<file path="config.mk">
export PLATFORM = sky130hd
export DESIGN_NAME = lcd_icon_and_extended_config
export DESIGN_NICKNAME = d
export VERILOG_FILES = /design/src/lcd_ext_pkg.sv /design/src/blink_phase_gen.sv /design/src/icon_map.sv /design/src/lcd_icon_and_extended_config.sv
export SDC_FILE = /design/constraint.sdc
export NUM_CORES = 1
export LEC_CHECK = 0
export ABC_AREA = 1
export BUFFER_PORTS_ARGS = -buffer_cell sky130_fd_sc_hd__buf_2
export CAP_MARGIN = 5
export CORE_AREA = 3 3 211 213
export CTS_CLUSTER_SIZE = 24
export DETAILED_ROUTE_END_ITERATION = 10
export DIE_AREA = 0 0 214 216
export PLACE_DENSITY = 0.74
export SETUP_SLACK_MARGIN = 0.3
export SYNTH_ARGS = -nofsm -noshare
export SYNTH_HDL_FRONTEND = slang
export SYNTH_SLANG_ARGS = --single-unit
</file>
<file path="constraint.sdc">
create_clock -name clk -period 1.6 [get_ports clk]
set_input_delay 0.16 -clock clk [delete_from_list [all_inputs] [get_ports clk]]
set_output_delay 0.16 -clock clk [all_outputs]
set_load 0.01 [all_outputs]
</file>
<file path="src/lcd_ext_pkg.sv">
// Package of constants, types and instruction codes for the LCD extended configuration block.
package lcd_ext_pkg;

  // ==========================================================================
  // Timing
  // ==========================================================================
  // Clock rate and the blink divider; a full blink period spans the divider.
  localparam int unsigned CLK_HZ = 20_000_000;
  localparam int unsigned BLINK_DIVIDER = 52224;
  localparam int unsigned BLINK_HALF_CYCLES = BLINK_DIVIDER / 2;
  localparam int unsigned BLINK_CNT_W = 15;

  // ==========================================================================
  // Icon memory geometry
  // ==========================================================================
  localparam int unsigned ICON_COUNT = 160;
  localparam int unsigned ICON_PER_WORD = 5;
  localparam int unsigned ICON_WORDS = 32;
  localparam int unsigned ICON_ROW18_WORD = 16;
  localparam int unsigned CG_ADDR_W = 6;
  localparam int unsigned CG_DATA_W = 5;
  localparam int unsigned CG_DEPTH = 64;
  localparam logic [5:0] ODD_PHASE_BASE = 6'h20;

  // ==========================================================================
  // Voltage levels and drive ratios
  // ==========================================================================
  localparam int unsigned LEVEL_W = 6;
  localparam logic [5:0] LEVEL_OFF = 6'h00;
  localparam logic [4:0] RATIO_ICON = 5'h02;
  localparam logic [4:0] RATIO_CHAR = 5'h12;

  // Extended configuration held by the device; layout is also the read-back layout.
  typedef struct packed {
    logic [5:0] level_icon;
    logic [5:0] level_char;
    logic temp_coef_bit_high;
    logic temp_coef_bit_low;
    logic row_mirror;
    logic col_mirror;
    logic split_mirror;
    logic [1:0] mult_stages;
    logic direct_supply_mode;
    logic icon_blink_enable;
    logic icon_mode_select;
  } ext_cfg_s;

  localparam ext_cfg_s EXT_CFG_RESET = '0;

  // ==========================================================================
  // Instruction codes (mask and pattern pairs)
  // ==========================================================================
  localparam logic [7:0] OP_FUNC_MASK = 8'he0;
  localparam logic [7:0] OP_FUNC_PAT = 8'h20;
  localparam int unsigned FUNC_EXT_BIT = 0;
  localparam logic [7:0] OP_ICON_MASK = 8'hf8;
  localparam logic [7:0] OP_ICON_PAT = 8'h08;
  localparam int unsigned ICON_IM_BIT = 2;
  localparam int unsigned ICON_IB_BIT = 1;
  localparam int unsigned ICON_DM_BIT = 0;
  localparam logic [7:0] OP_STAGE_MASK = 8'hfc;
  localparam logic [7:0] OP_STAGE_PAT = 8'h40;
  localparam logic [7:0] OP_TEMP_MASK = 8'hfc;
  localparam logic [7:0] OP_TEMP_PAT = 8'h04;
  localparam int unsigned TEMP_HIGH_BIT = 1;
  localparam int unsigned TEMP_LOW_BIT = 0;
  localparam logic [7:0] OP_SCREEN_MASK = 8'hfe;
  localparam logic [7:0] OP_SCREEN_PAT = 8'h02;
  localparam int unsigned SCREEN_L_BIT = 0;
  localparam logic [7:0] OP_DISP_MASK = 8'hfc;
  localparam logic [7:0] OP_DISP_PAT = 8'h10;
  localparam int unsigned DISP_COL_BIT = 1;
  localparam int unsigned DISP_ROW_BIT = 0;
  localparam logic [7:0] OP_VSET_MASK = 8'hc0;
  localparam logic [7:0] OP_VSET_CHAR = 8'h80;
  localparam logic [7:0] OP_VSET_ICON = 8'hc0;

  // ==========================================================================
  // Register bus
  // ==========================================================================
  localparam int unsigned AXI_ADDR_W = 5;
  localparam logic [4:0] REG_INSTR = 5'h00;
  localparam logic [4:0] REG_CHAR_GENERATOR_RAM = 5'h04;
  localparam logic [4:0] REG_CTRL = 5'h08;
  localparam logic [4:0] REG_CONFIG = 5'h0c;
  localparam logic [4:0] REG_STATUS = 5'h10;
  localparam int unsigned CG_WADDR_LSB = 8;
  localparam int unsigned CTRL_DISP_BIT = 0;
  localparam logic [1:0] RESP_OKAY = 2'h0;
  localparam logic [1:0] RESP_SLVERR = 2'h2;

endpackage

</file>
<file path="src/blink_phase_gen.sv">
// Blink phase generator: toggles between the even and odd half phases.
`timescale 1ns/10ps
module blink_phase_gen #(
  parameter int unsigned HALF_CYCLES = lcd_ext_pkg::BLINK_HALF_CYCLES
) (
  input wire logic clk,
  input wire logic arst_n,
  output logic odd_phase
);

  typedef struct packed {
    logic [lcd_ext_pkg::BLINK_CNT_W-1:0] count;
    logic odd;
  } blink_state_s;

  localparam logic [lcd_ext_pkg::BLINK_CNT_W-1:0] LAST =
    lcd_ext_pkg::BLINK_CNT_W'(HALF_CYCLES - 1);

  blink_state_s st_reg;
  blink_state_s st_next;

  // Counts one half phase, then flips the phase and restarts.
  always_comb begin
    st_next = st_reg;
    if (st_reg.count == LAST) begin
      st_next.count = '0;
      st_next.odd = ~st_reg.odd;
    end else begin
      st_next.count = st_reg.count + 1'b1;
    end
  end

  // Registers the state.
  always_ff @(posedge clk or negedge arst_n) begin
    if (!arst_n) begin
      st_reg <= '0;
    end else begin
      st_reg <= st_next;
    end
  end

  assign odd_phase = st_reg.odd;
endmodule

</file>
<file path="src/icon_map.sv">
// Icon map: holds the icon words of the character generator RAM and drives 160 icon states.
`timescale 1ns/10ps
module icon_map (
  input wire logic clk,
  input wire logic arst_n,
  input wire logic wr_en,
  input wire logic [lcd_ext_pkg::CG_ADDR_W-1:0] wr_addr,
  input wire logic [lcd_ext_pkg::CG_DATA_W-1:0] wr_data,
  input wire logic blink_en,
  input wire logic odd_phase,
  output logic [lcd_ext_pkg::ICON_COUNT-1:0] icons
);

  typedef struct packed {
    logic [lcd_ext_pkg::ICON_COUNT-1:0] icons;
  } icon_state_s;

  logic [lcd_ext_pkg::CG_DATA_W-1:0] char_generator_ram [lcd_ext_pkg::CG_DEPTH];
  icon_state_s st_reg;
  icon_state_s st_next;
  logic use_odd;

  assign use_odd = blink_en & odd_phase;

  // Unpacks five icons per word; bit 4 is the first icon of the word.
  always_comb begin
    logic [lcd_ext_pkg::CG_ADDR_W-1:0] base;
    base = use_odd ? lcd_ext_pkg::ODD_PHASE_BASE : '0;
    st_next = st_reg;
    for (int a = 0; a < lcd_ext_pkg::ICON_WORDS; a++) begin
      for (int b = 0; b < lcd_ext_pkg::ICON_PER_WORD; b++) begin
        // A set bit lights the icon, a clear bit blanks it.
        st_next.icons[a * lcd_ext_pkg::ICON_PER_WORD + (lcd_ext_pkg::ICON_PER_WORD - 1 - b)] =
          char_generator_ram[base + lcd_ext_pkg::CG_ADDR_W'(a)][b];
      end
    end
  end

  // Stores icon words written by software; every word clears on reset, so no icon reads unknown.
  always_ff @(posedge clk or negedge arst_n) begin
    if (!arst_n) begin
      for (int i = 0; i < lcd_ext_pkg::CG_DEPTH; i++) begin
        char_generator_ram[i] <= '0;
      end
    end else if (wr_en) begin
      char_generator_ram[wr_addr] <= wr_data;
    end
  end

  // Registers the icon states.
  always_ff @(posedge clk or negedge arst_n) begin
    if (!arst_n) begin
      st_reg <= '0;
    end else begin
      st_reg <= st_next;
    end
  end

  assign icons = st_reg.icons;
endmodule

</file>
<file path="src/lcd_icon_and_extended_config.sv">
// Extended configuration, voltage control and icon drive of the LCD controller, on AXI4-Lite.
//
// Local design decisions: the register offsets and the AXI4-Lite register port.
`timescale 1ns/10ps
module lcd_icon_and_extended_config #(
  parameter int unsigned BLINK_HALF_CYCLES = lcd_ext_pkg::BLINK_HALF_CYCLES
) (
  input wire logic clk,
  input wire logic arst_n,
  input wire logic [lcd_ext_pkg::AXI_ADDR_W-1:0] s_axi_awaddr,
  input wire logic s_axi_awvalid,
  output logic s_axi_awready,
  input wire logic [31:0] s_axi_wdata,
  input wire logic [3:0] s_axi_wstrb,
  input wire logic s_axi_wvalid,
  output logic s_axi_wready,
  output logic [1:0] s_axi_bresp,
  output logic s_axi_bvalid,
  input wire logic s_axi_bready,
  input wire logic [lcd_ext_pkg::AXI_ADDR_W-1:0] s_axi_araddr,
  input wire logic s_axi_arvalid,
  output logic s_axi_arready,
  output logic [31:0] s_axi_rdata,
  output logic [1:0] s_axi_rresp,
  output logic s_axi_rvalid,
  input wire logic s_axi_rready,
  input wire logic power_down_input,
  output lcd_ext_pkg::ext_cfg_s ext_cfg,
  output logic ext_select,
  output logic voltage_generator_en,
  output logic [lcd_ext_pkg::LEVEL_W-1:0] vlcd_level,
  output logic direct_supply_connect,
  output logic [4:0] drive_ratio,
  output logic blink_odd_phase,
  output logic [lcd_ext_pkg::ICON_COUNT-1:0] icon_state
);

  // ==========================================================================
  // State
  // ==========================================================================
  typedef struct packed {
    logic pd_meta;
    logic pd_sync;
    logic ext_sel;
    lcd_ext_pkg::ext_cfg_s cfg;
    logic display_on;
    logic awready;
    logic wready;
    logic bvalid;
    logic [1:0] bresp;
    logic have_aw;
    logic have_w;
    logic [lcd_ext_pkg::AXI_ADDR_W-1:0] aw_addr;
    logic [31:0] w_data;
    logic [3:0] w_strb;
    logic arready;
    logic rvalid;
    logic [1:0] rresp;
    logic [31:0] rdata;
    logic cg_wr;
    logic [lcd_ext_pkg::CG_ADDR_W-1:0] cg_addr;
    logic [lcd_ext_pkg::CG_DATA_W-1:0] cg_data;
    logic gen_en;
    logic [lcd_ext_pkg::LEVEL_W-1:0] vlcd;
    logic direct_out;
    logic [4:0] ratio;
  } top_state_s;

  top_state_s st_reg;
  top_state_s st_next;
  logic odd_phase;
  logic exec_w;
  logic instr_fire;
  logic [7:0] instr_byte;
  logic [lcd_ext_pkg::LEVEL_W-1:0] sel_level;

  // Matches an instruction byte against a mask and pattern.
  function automatic logic op_is(input logic [7:0] code, input logic [7:0] mask,
                                 input logic [7:0] pat);
    op_is = (code & mask) == pat;
  endfunction

  // ==========================================================================
  // Submodules
  // ==========================================================================
  blink_phase_gen #(
    .HALF_CYCLES(BLINK_HALF_CYCLES)
  ) u_blink (
    .clk(clk),
    .arst_n(arst_n),
    .odd_phase(odd_phase)
  );

  icon_map u_icons (
    .clk(clk),
    .arst_n(arst_n),
    .wr_en(st_reg.cg_wr),
    .wr_addr(st_reg.cg_addr),
    .wr_data(st_reg.cg_data),
    .blink_en(st_reg.cfg.icon_blink_enable),
    .odd_phase(odd_phase),
    .icons(icon_state)
  );

  // ==========================================================================
  // Next state
  // ==========================================================================
  // A write executes once both address and data are held and no response is pending.
  assign exec_w = st_reg.have_aw & st_reg.have_w & ~st_reg.bvalid;
  assign instr_fire = exec_w & (st_reg.aw_addr == lcd_ext_pkg::REG_INSTR) & st_reg.w_strb[0];
  assign instr_byte = st_reg.w_data[7:0];
  assign sel_level = st_reg.cfg.icon_mode_select ? st_reg.cfg.level_icon :
                     st_reg.cfg.level_char;

  // Bus handshakes, instruction decode, register reads and derived outputs.
  always_comb begin
    st_next = st_reg;
    st_next.pd_meta = power_down_input;
    st_next.pd_sync = st_reg.pd_meta;
    st_next.cg_wr = 1'b0;
    // Address and data channels are taken independently.
    if (s_axi_awvalid && st_reg.awready) begin
      st_next.have_aw = 1'b1;
      st_next.aw_addr = s_axi_awaddr;
      st_next.awready = 1'b0;
    end
    if (s_axi_wvalid && st_reg.wready) begin
      st_next.have_w = 1'b1;
      st_next.w_data = s_axi_wdata;
      st_next.w_strb = s_axi_wstrb;
      st_next.wready = 1'b0;
    end
    if (exec_w) begin
      st_next.have_aw = 1'b0;
      st_next.have_w = 1'b0;
      st_next.bvalid = 1'b1;
      st_next.bresp = lcd_ext_pkg::RESP_OKAY;
      if (st_reg.aw_addr == lcd_ext_pkg::REG_INSTR) begin
        if (instr_fire && op_is(instr_byte, lcd_ext_pkg::OP_FUNC_MASK,
                                lcd_ext_pkg::OP_FUNC_PAT)) begin
          st_next.ext_sel = instr_byte[lcd_ext_pkg::FUNC_EXT_BIT];
        end else if (instr_fire && st_reg.ext_sel) begin
          // Extended codes only; in the normal set they leave the settings alone.
          if (op_is(instr_byte, lcd_ext_pkg::OP_VSET_MASK, lcd_ext_pkg::OP_VSET_ICON)) begin
            st_next.cfg.level_icon = instr_byte[lcd_ext_pkg::LEVEL_W-1:0];
          end else if (op_is(instr_byte, lcd_ext_pkg::OP_VSET_MASK,
                             lcd_ext_pkg::OP_VSET_CHAR)) begin
            st_next.cfg.level_char = instr_byte[lcd_ext_pkg::LEVEL_W-1:0];
          end else if (op_is(instr_byte, lcd_ext_pkg::OP_ICON_MASK,
                             lcd_ext_pkg::OP_ICON_PAT)) begin
            st_next.cfg.icon_mode_select = instr_byte[lcd_ext_pkg::ICON_IM_BIT];
            st_next.cfg.icon_blink_enable = instr_byte[lcd_ext_pkg::ICON_IB_BIT];
            st_next.cfg.direct_supply_mode = instr_byte[lcd_ext_pkg::ICON_DM_BIT];
          end else if (op_is(instr_byte, lcd_ext_pkg::OP_STAGE_MASK,
                             lcd_ext_pkg::OP_STAGE_PAT)) begin
            st_next.cfg.mult_stages = instr_byte[1:0];
          end else if (op_is(instr_byte, lcd_ext_pkg::OP_TEMP_MASK,
                             lcd_ext_pkg::OP_TEMP_PAT)) begin
            st_next.cfg.temp_coef_bit_high = instr_byte[lcd_ext_pkg::TEMP_HIGH_BIT];
            st_next.cfg.temp_coef_bit_low = instr_byte[lcd_ext_pkg::TEMP_LOW_BIT];
          end else if (op_is(instr_byte, lcd_ext_pkg::OP_SCREEN_MASK,
                             lcd_ext_pkg::OP_SCREEN_PAT)) begin
            st_next.cfg.split_mirror = instr_byte[lcd_ext_pkg::SCREEN_L_BIT];
          end else if (op_is(instr_byte, lcd_ext_pkg::OP_DISP_MASK,
                             lcd_ext_pkg::OP_DISP_PAT)) begin
            st_next.cfg.col_mirror = instr_byte[lcd_ext_pkg::DISP_COL_BIT];
            st_next.cfg.row_mirror = instr_byte[lcd_ext_pkg::DISP_ROW_BIT];
          end
        end
      end else if (st_reg.aw_addr == lcd_ext_pkg::REG_CHAR_GENERATOR_RAM) begin
        st_next.cg_wr = st_reg.w_strb[0] & st_reg.w_strb[1];
        st_next.cg_addr = st_reg.w_data[lcd_ext_pkg::CG_WADDR_LSB +: lcd_ext_pkg::CG_ADDR_W];
        st_next.cg_data = st_reg.w_data[lcd_ext_pkg::CG_DATA_W-1:0];
      end else if (st_reg.aw_addr == lcd_ext_pkg::REG_CTRL) begin
        if (st_reg.w_strb[0]) begin
          st_next.display_on = st_reg.w_data[lcd_ext_pkg::CTRL_DISP_BIT];
        end
      end else if (st_reg.aw_addr == lcd_ext_pkg::REG_CONFIG ||
                   st_reg.aw_addr == lcd_ext_pkg::REG_STATUS) begin
        st_next.bresp = lcd_ext_pkg::RESP_OKAY; // Read-only; writes are ignored.
      end else begin
        st_next.bresp = lcd_ext_pkg::RESP_SLVERR;
      end
    end
    if (st_reg.bvalid && s_axi_bready) begin
      st_next.bvalid = 1'b0;
      st_next.awready = 1'b1;
      st_next.wready = 1'b1;
    end
    // Read channel: one read at a time, data one edge after the address.
    if (s_axi_arvalid && st_reg.arready) begin
      st_next.arready = 1'b0;
      st_next.rvalid = 1'b1;
      st_next.rresp = lcd_ext_pkg::RESP_OKAY;
      st_next.rdata = '0;
      if (s_axi_araddr == lcd_ext_pkg::REG_CTRL) begin
        st_next.rdata[lcd_ext_pkg::CTRL_DISP_BIT] = st_reg.display_on;
      end else if (s_axi_araddr == lcd_ext_pkg::REG_CONFIG) begin
        st_next.rdata = 32'(st_reg.cfg);
      end else if (s_axi_araddr == lcd_ext_pkg::REG_STATUS) begin
        st_next.rdata = 32'({odd_phase, st_reg.direct_out, st_reg.gen_en, st_reg.pd_sync,
                             st_reg.ext_sel});
      end else if (s_axi_araddr == lcd_ext_pkg::REG_INSTR ||
                   s_axi_araddr == lcd_ext_pkg::REG_CHAR_GENERATOR_RAM) begin
        st_next.rdata = '0;
      end else begin
        st_next.rresp = lcd_ext_pkg::RESP_SLVERR;
      end
    end
    if (st_reg.rvalid && s_axi_rready) begin
      st_next.rvalid = 1'b0;
      st_next.arready = 1'b1;
    end
    // Generator control: off in direct mode, at level zero, display off or power down.
    st_next.gen_en = ~st_reg.cfg.direct_supply_mode & (sel_level != lcd_ext_pkg::LEVEL_OFF) &
                     st_reg.display_on & ~st_reg.pd_sync;
    st_next.vlcd = sel_level;
    st_next.direct_out = st_reg.cfg.direct_supply_mode;
    st_next.ratio = st_reg.cfg.icon_mode_select ? lcd_ext_pkg::RATIO_ICON :
                    lcd_ext_pkg::RATIO_CHAR;
  end

  // ==========================================================================
  // State register
  // ==========================================================================
  // Registers all state; the write address, write data and read address channels are ready from reset.
  always_ff @(posedge clk or negedge arst_n) begin
    if (!arst_n) begin
      st_reg <= '0;
      st_reg.cfg <= lcd_ext_pkg::EXT_CFG_RESET;
      st_reg.awready <= 1'b1;
      st_reg.wready <= 1'b1;
      st_reg.arready <= 1'b1;
      st_reg.ratio <= lcd_ext_pkg::RATIO_CHAR;
    end else begin
      st_reg <= st_next;
    end
  end

  // Outputs come straight from the state register; blink_odd_phase comes from the blink generator and icon_state from the icon map.
  assign s_axi_awready = st_reg.awready;
  assign s_axi_wready = st_reg.wready;
  assign s_axi_bvalid = st_reg.bvalid;
  assign s_axi_bresp = st_reg.bresp;
  assign s_axi_arready = st_reg.arready;
  assign s_axi_rvalid = st_reg.rvalid;
  assign s_axi_rresp = st_reg.rresp;
  assign s_axi_rdata = st_reg.rdata;
  assign ext_cfg = st_reg.cfg;
  assign ext_select = st_reg.ext_sel;
  assign voltage_generator_en = st_reg.gen_en;
  assign vlcd_level = st_reg.vlcd;
  assign direct_supply_connect = st_reg.direct_out;
  assign drive_ratio = st_reg.ratio;
  assign blink_odd_phase = odd_phase;
endmodule

</file>
==> results_dict.tcl <==
set metrics [dict create \
    status "completed" \
    grt_pass1_vias 16386 \
    r2r-end "u_icons.char_generator_ram[207]" \
    firstDrtPassIters 5 \
    clock_skew_ns 0.0195 \
    syn_inst 2006 \
    rsz0062_at_grt "yes" \
    setup_viol 0 \
    avgSynthCellArea_um2 11.3 \
    seq_area_frac_synth 0.657 \
    yosysUniqueCellTypes 32 \
    rrSetupSlack_ns 0.06 \
    synth_edf_count 0 \
    worst-path-max-fanout 10 \
    port_buffers 255 \
    peakVddDrop_uv 1020 \
    wl_per_cell_um 19.8 \
    drive_above_1_share 0.362 \
    h-tree-depth 2 \
    via_per_inst 5.40 \
    p_per_area_nw_per_um2 1210 \
    area_delta_synth_final_pct 32.3 \
    routabilityCongestion 0.857 \
    crit_path_start_kind "flop" \
    clk_latency_ns 0.61 \
    multiInputGateArea_um2 8150 \
    cts_inserted_buffers 58 \
    slew_headroom 0.574 \
    die_w_um 214 \
    rr_startpoint "st_reg[23]" \
    ant_nets 0 \
    core_um2 42900 \
    vias 16441 \
    overflow 0 \
    ys_warn_count 0 \
    fin_util 0.699 \
    tns_ns 0 \
    cts-root-buf "clkbuf_16" \
    cts_tree "done" \
    final_nets 2468 \
    io_pins 292 \
    tightest_slew_ns 0.637 \
    worstPathRequired_ns 2.08 \
    post-dp-hpwl_um 33800 \
    min-delay-path-class "in -> reg" \
    largest_reg_flops 320 \
    final_common_cell "dfrtp_1" \
    clockBufferDepth 3 \
    start_util 0.529 \
    seqCellArea_um2 14900 \
    hold_path.startpoint "s_axi_araddr[1]" \
    end_kind "flop" \
    min_period_ns 1.54 \
    drv_cap 0 \
    min_path_cells 6 \
    final_cell_mix "dfrtp_1 (584), nand2_1 (397), o21ai_0 (265)" \
    max_freq_mhz 648 \
    async_reset_ff_frac 1.00 \
    reg2reg_depth 5 \
    period_share 0.964 \
    clkTransAtPathRegs_ns 0.06 \
    drt_iter0_markers 1161 \
    ys.flop_type "dfrtp_1" \
    crit_type "reg -> reg" \
    grt_start_max_net_pins 106 \
    clkSinkCount 595 \
    hold_viol_final 0 \
    p_leak_nw 15.0 \
    antenna_found_initial 0 \
    syn_area_um2 22700 \
    wl_um 60300 \
    grt.total_usage 0.243 \
    fill_cells 2827 \
    grt_pass1_wl_um 89600 \
    placed_area_um2 25000 \
    final_max_slew_viol_count 0 \
    worstPathArrival_ns 2.02 \
    antenna_cells 0 \
    ys_seq_elements 595 \
    core.rowCount 76 \
    postLayoutCellArea_um2 30000 \
    die_area_um2 46200 \
    route.detailed.drc 0 \
    die_h_um 216 \
    hold-path-endpoint "s_axi_rdata[0]" \
]
==> worst max-delay path: stages (launching register included) <==
cell and delay, ns:
dfrtp_2 0.44, buf_6 0.14, nor3_4 0.23, buf_12 0.20
nand2_2 0.14, o21ai_0 0.27
==> layer usage <==
layer | track usage | routed length, um | vias up
met5 | 0 | 0 | -
met4 | 0.0781 | 1830 | 0
met3 | 0.0479 | 4040 | 123
met2 | 0.408 | 30500 | 567
met1 | 0.321 | 23900 | 8326
li1 | - | - | 7425
==> cells by family (layout without fill, tap and decap cells) <==
family          count (synthesis)  after routing  share of synthesized area
compound gates                398            398                     0.0902
xor+xnor                        7              7                    0.00270
fa+ha+maj                       1              1                   0.000552
buf+inv                       207            630                     0.0472
flops                         595            595                      0.657
mux                           160            160                     0.0795
other cells                     2             16                   0.000331
simple gates                  636            651                      0.123
==> power by group <==
part           internal (mW)  leakage [nW]  switching [mW]
clock                   7.74         0.923            5.70
combinational           2.42          5.88            4.33
sequential              15.6          8.22           0.518
==> stage by stage <==
step / setup WS, ns / power (mW) / cells / hold WS (ns)
global placement: 0.0766 / 20.9 / 2791 / 0.0179
floorplan: 0.222 / 18.7 / 2020 / -0.136
global route: -0.0444 / 37.6 / 3043 / 0.111
detailed placement: 0.0276 / 21.0 / 2791 / 0.0180
CTS: 0.140 / 35.1 / 2965 / 0.0191
finish: 0.0573 / 36.3 / 3043 / 0.0636
==> cell usage after synthesis, drive strengths merged (3+ instances only) <==
cell / number / area share
nand2: 519 / 0.093
nor2: 52 / 0.0095
o21ai: 379 / 0.084
inv: 70 / 0.012
dfstp: 4 / 0.0046
xor2: 6 / 0.0023
mux2: 160 / 0.079
nand4: 12 / 0.0033
dfrtp: 591 / 0.65
o211ai: 3 / 0.00099
clkinv: 6 / 0.00099
nor3: 15 / 0.0078
a22o: 11 / 0.0042
nand3: 32 / 0.0071
clkbuf: 42 / 0.0070
nand3b: 5 / 0.0017
buf: 89 / 0.028
==> worst max-delay path by stage <==
| stage | start | to | slack, ns | depth (start not counted) |
|---|---|---|---|---|
| detailed placement | st_reg[98] | ext_cfg[19] | 0.03 | 8 |
| global route | st_reg[23] | u_icons.char_generator_ram[207] | -0.04 | 5 |
| CTS | st_reg[22] | u_icons.char_generator_ram[269] | 0.14 | 6 |
| finish | st_reg[23] | u_icons.char_generator_ram[207] | 0.06 | 5 |
| global placement | st_reg[98] | ext_cfg[8] | 0.08 | 8 |
| floorplan | s_axi_bvalid | ext_cfg[16] | 0.22 | 7 |
==> repair_timing <==
action / in CTS / in global routing
resized for setup: 118 / 213
hold buffers: 33 / 0
setup endpoints to repair: 676 / 707
buffers inserted: 29 / 61
cloned: 7 / 17
hold endpoints to repair: 619 / 0
pin swaps: 30 / 32
==> cell type report <==
class,instances,area share
tap,585,0.0244
timing repair buffer,448,0.134
sequential,595,0.497
inverter,76,0.0103
multi-input combinational,1233,0.272
clock buffer,88,0.0575
clock inverter,17,0.00513
timing repair inverter,1,0.000250
(Power assumes the default switching activity.)
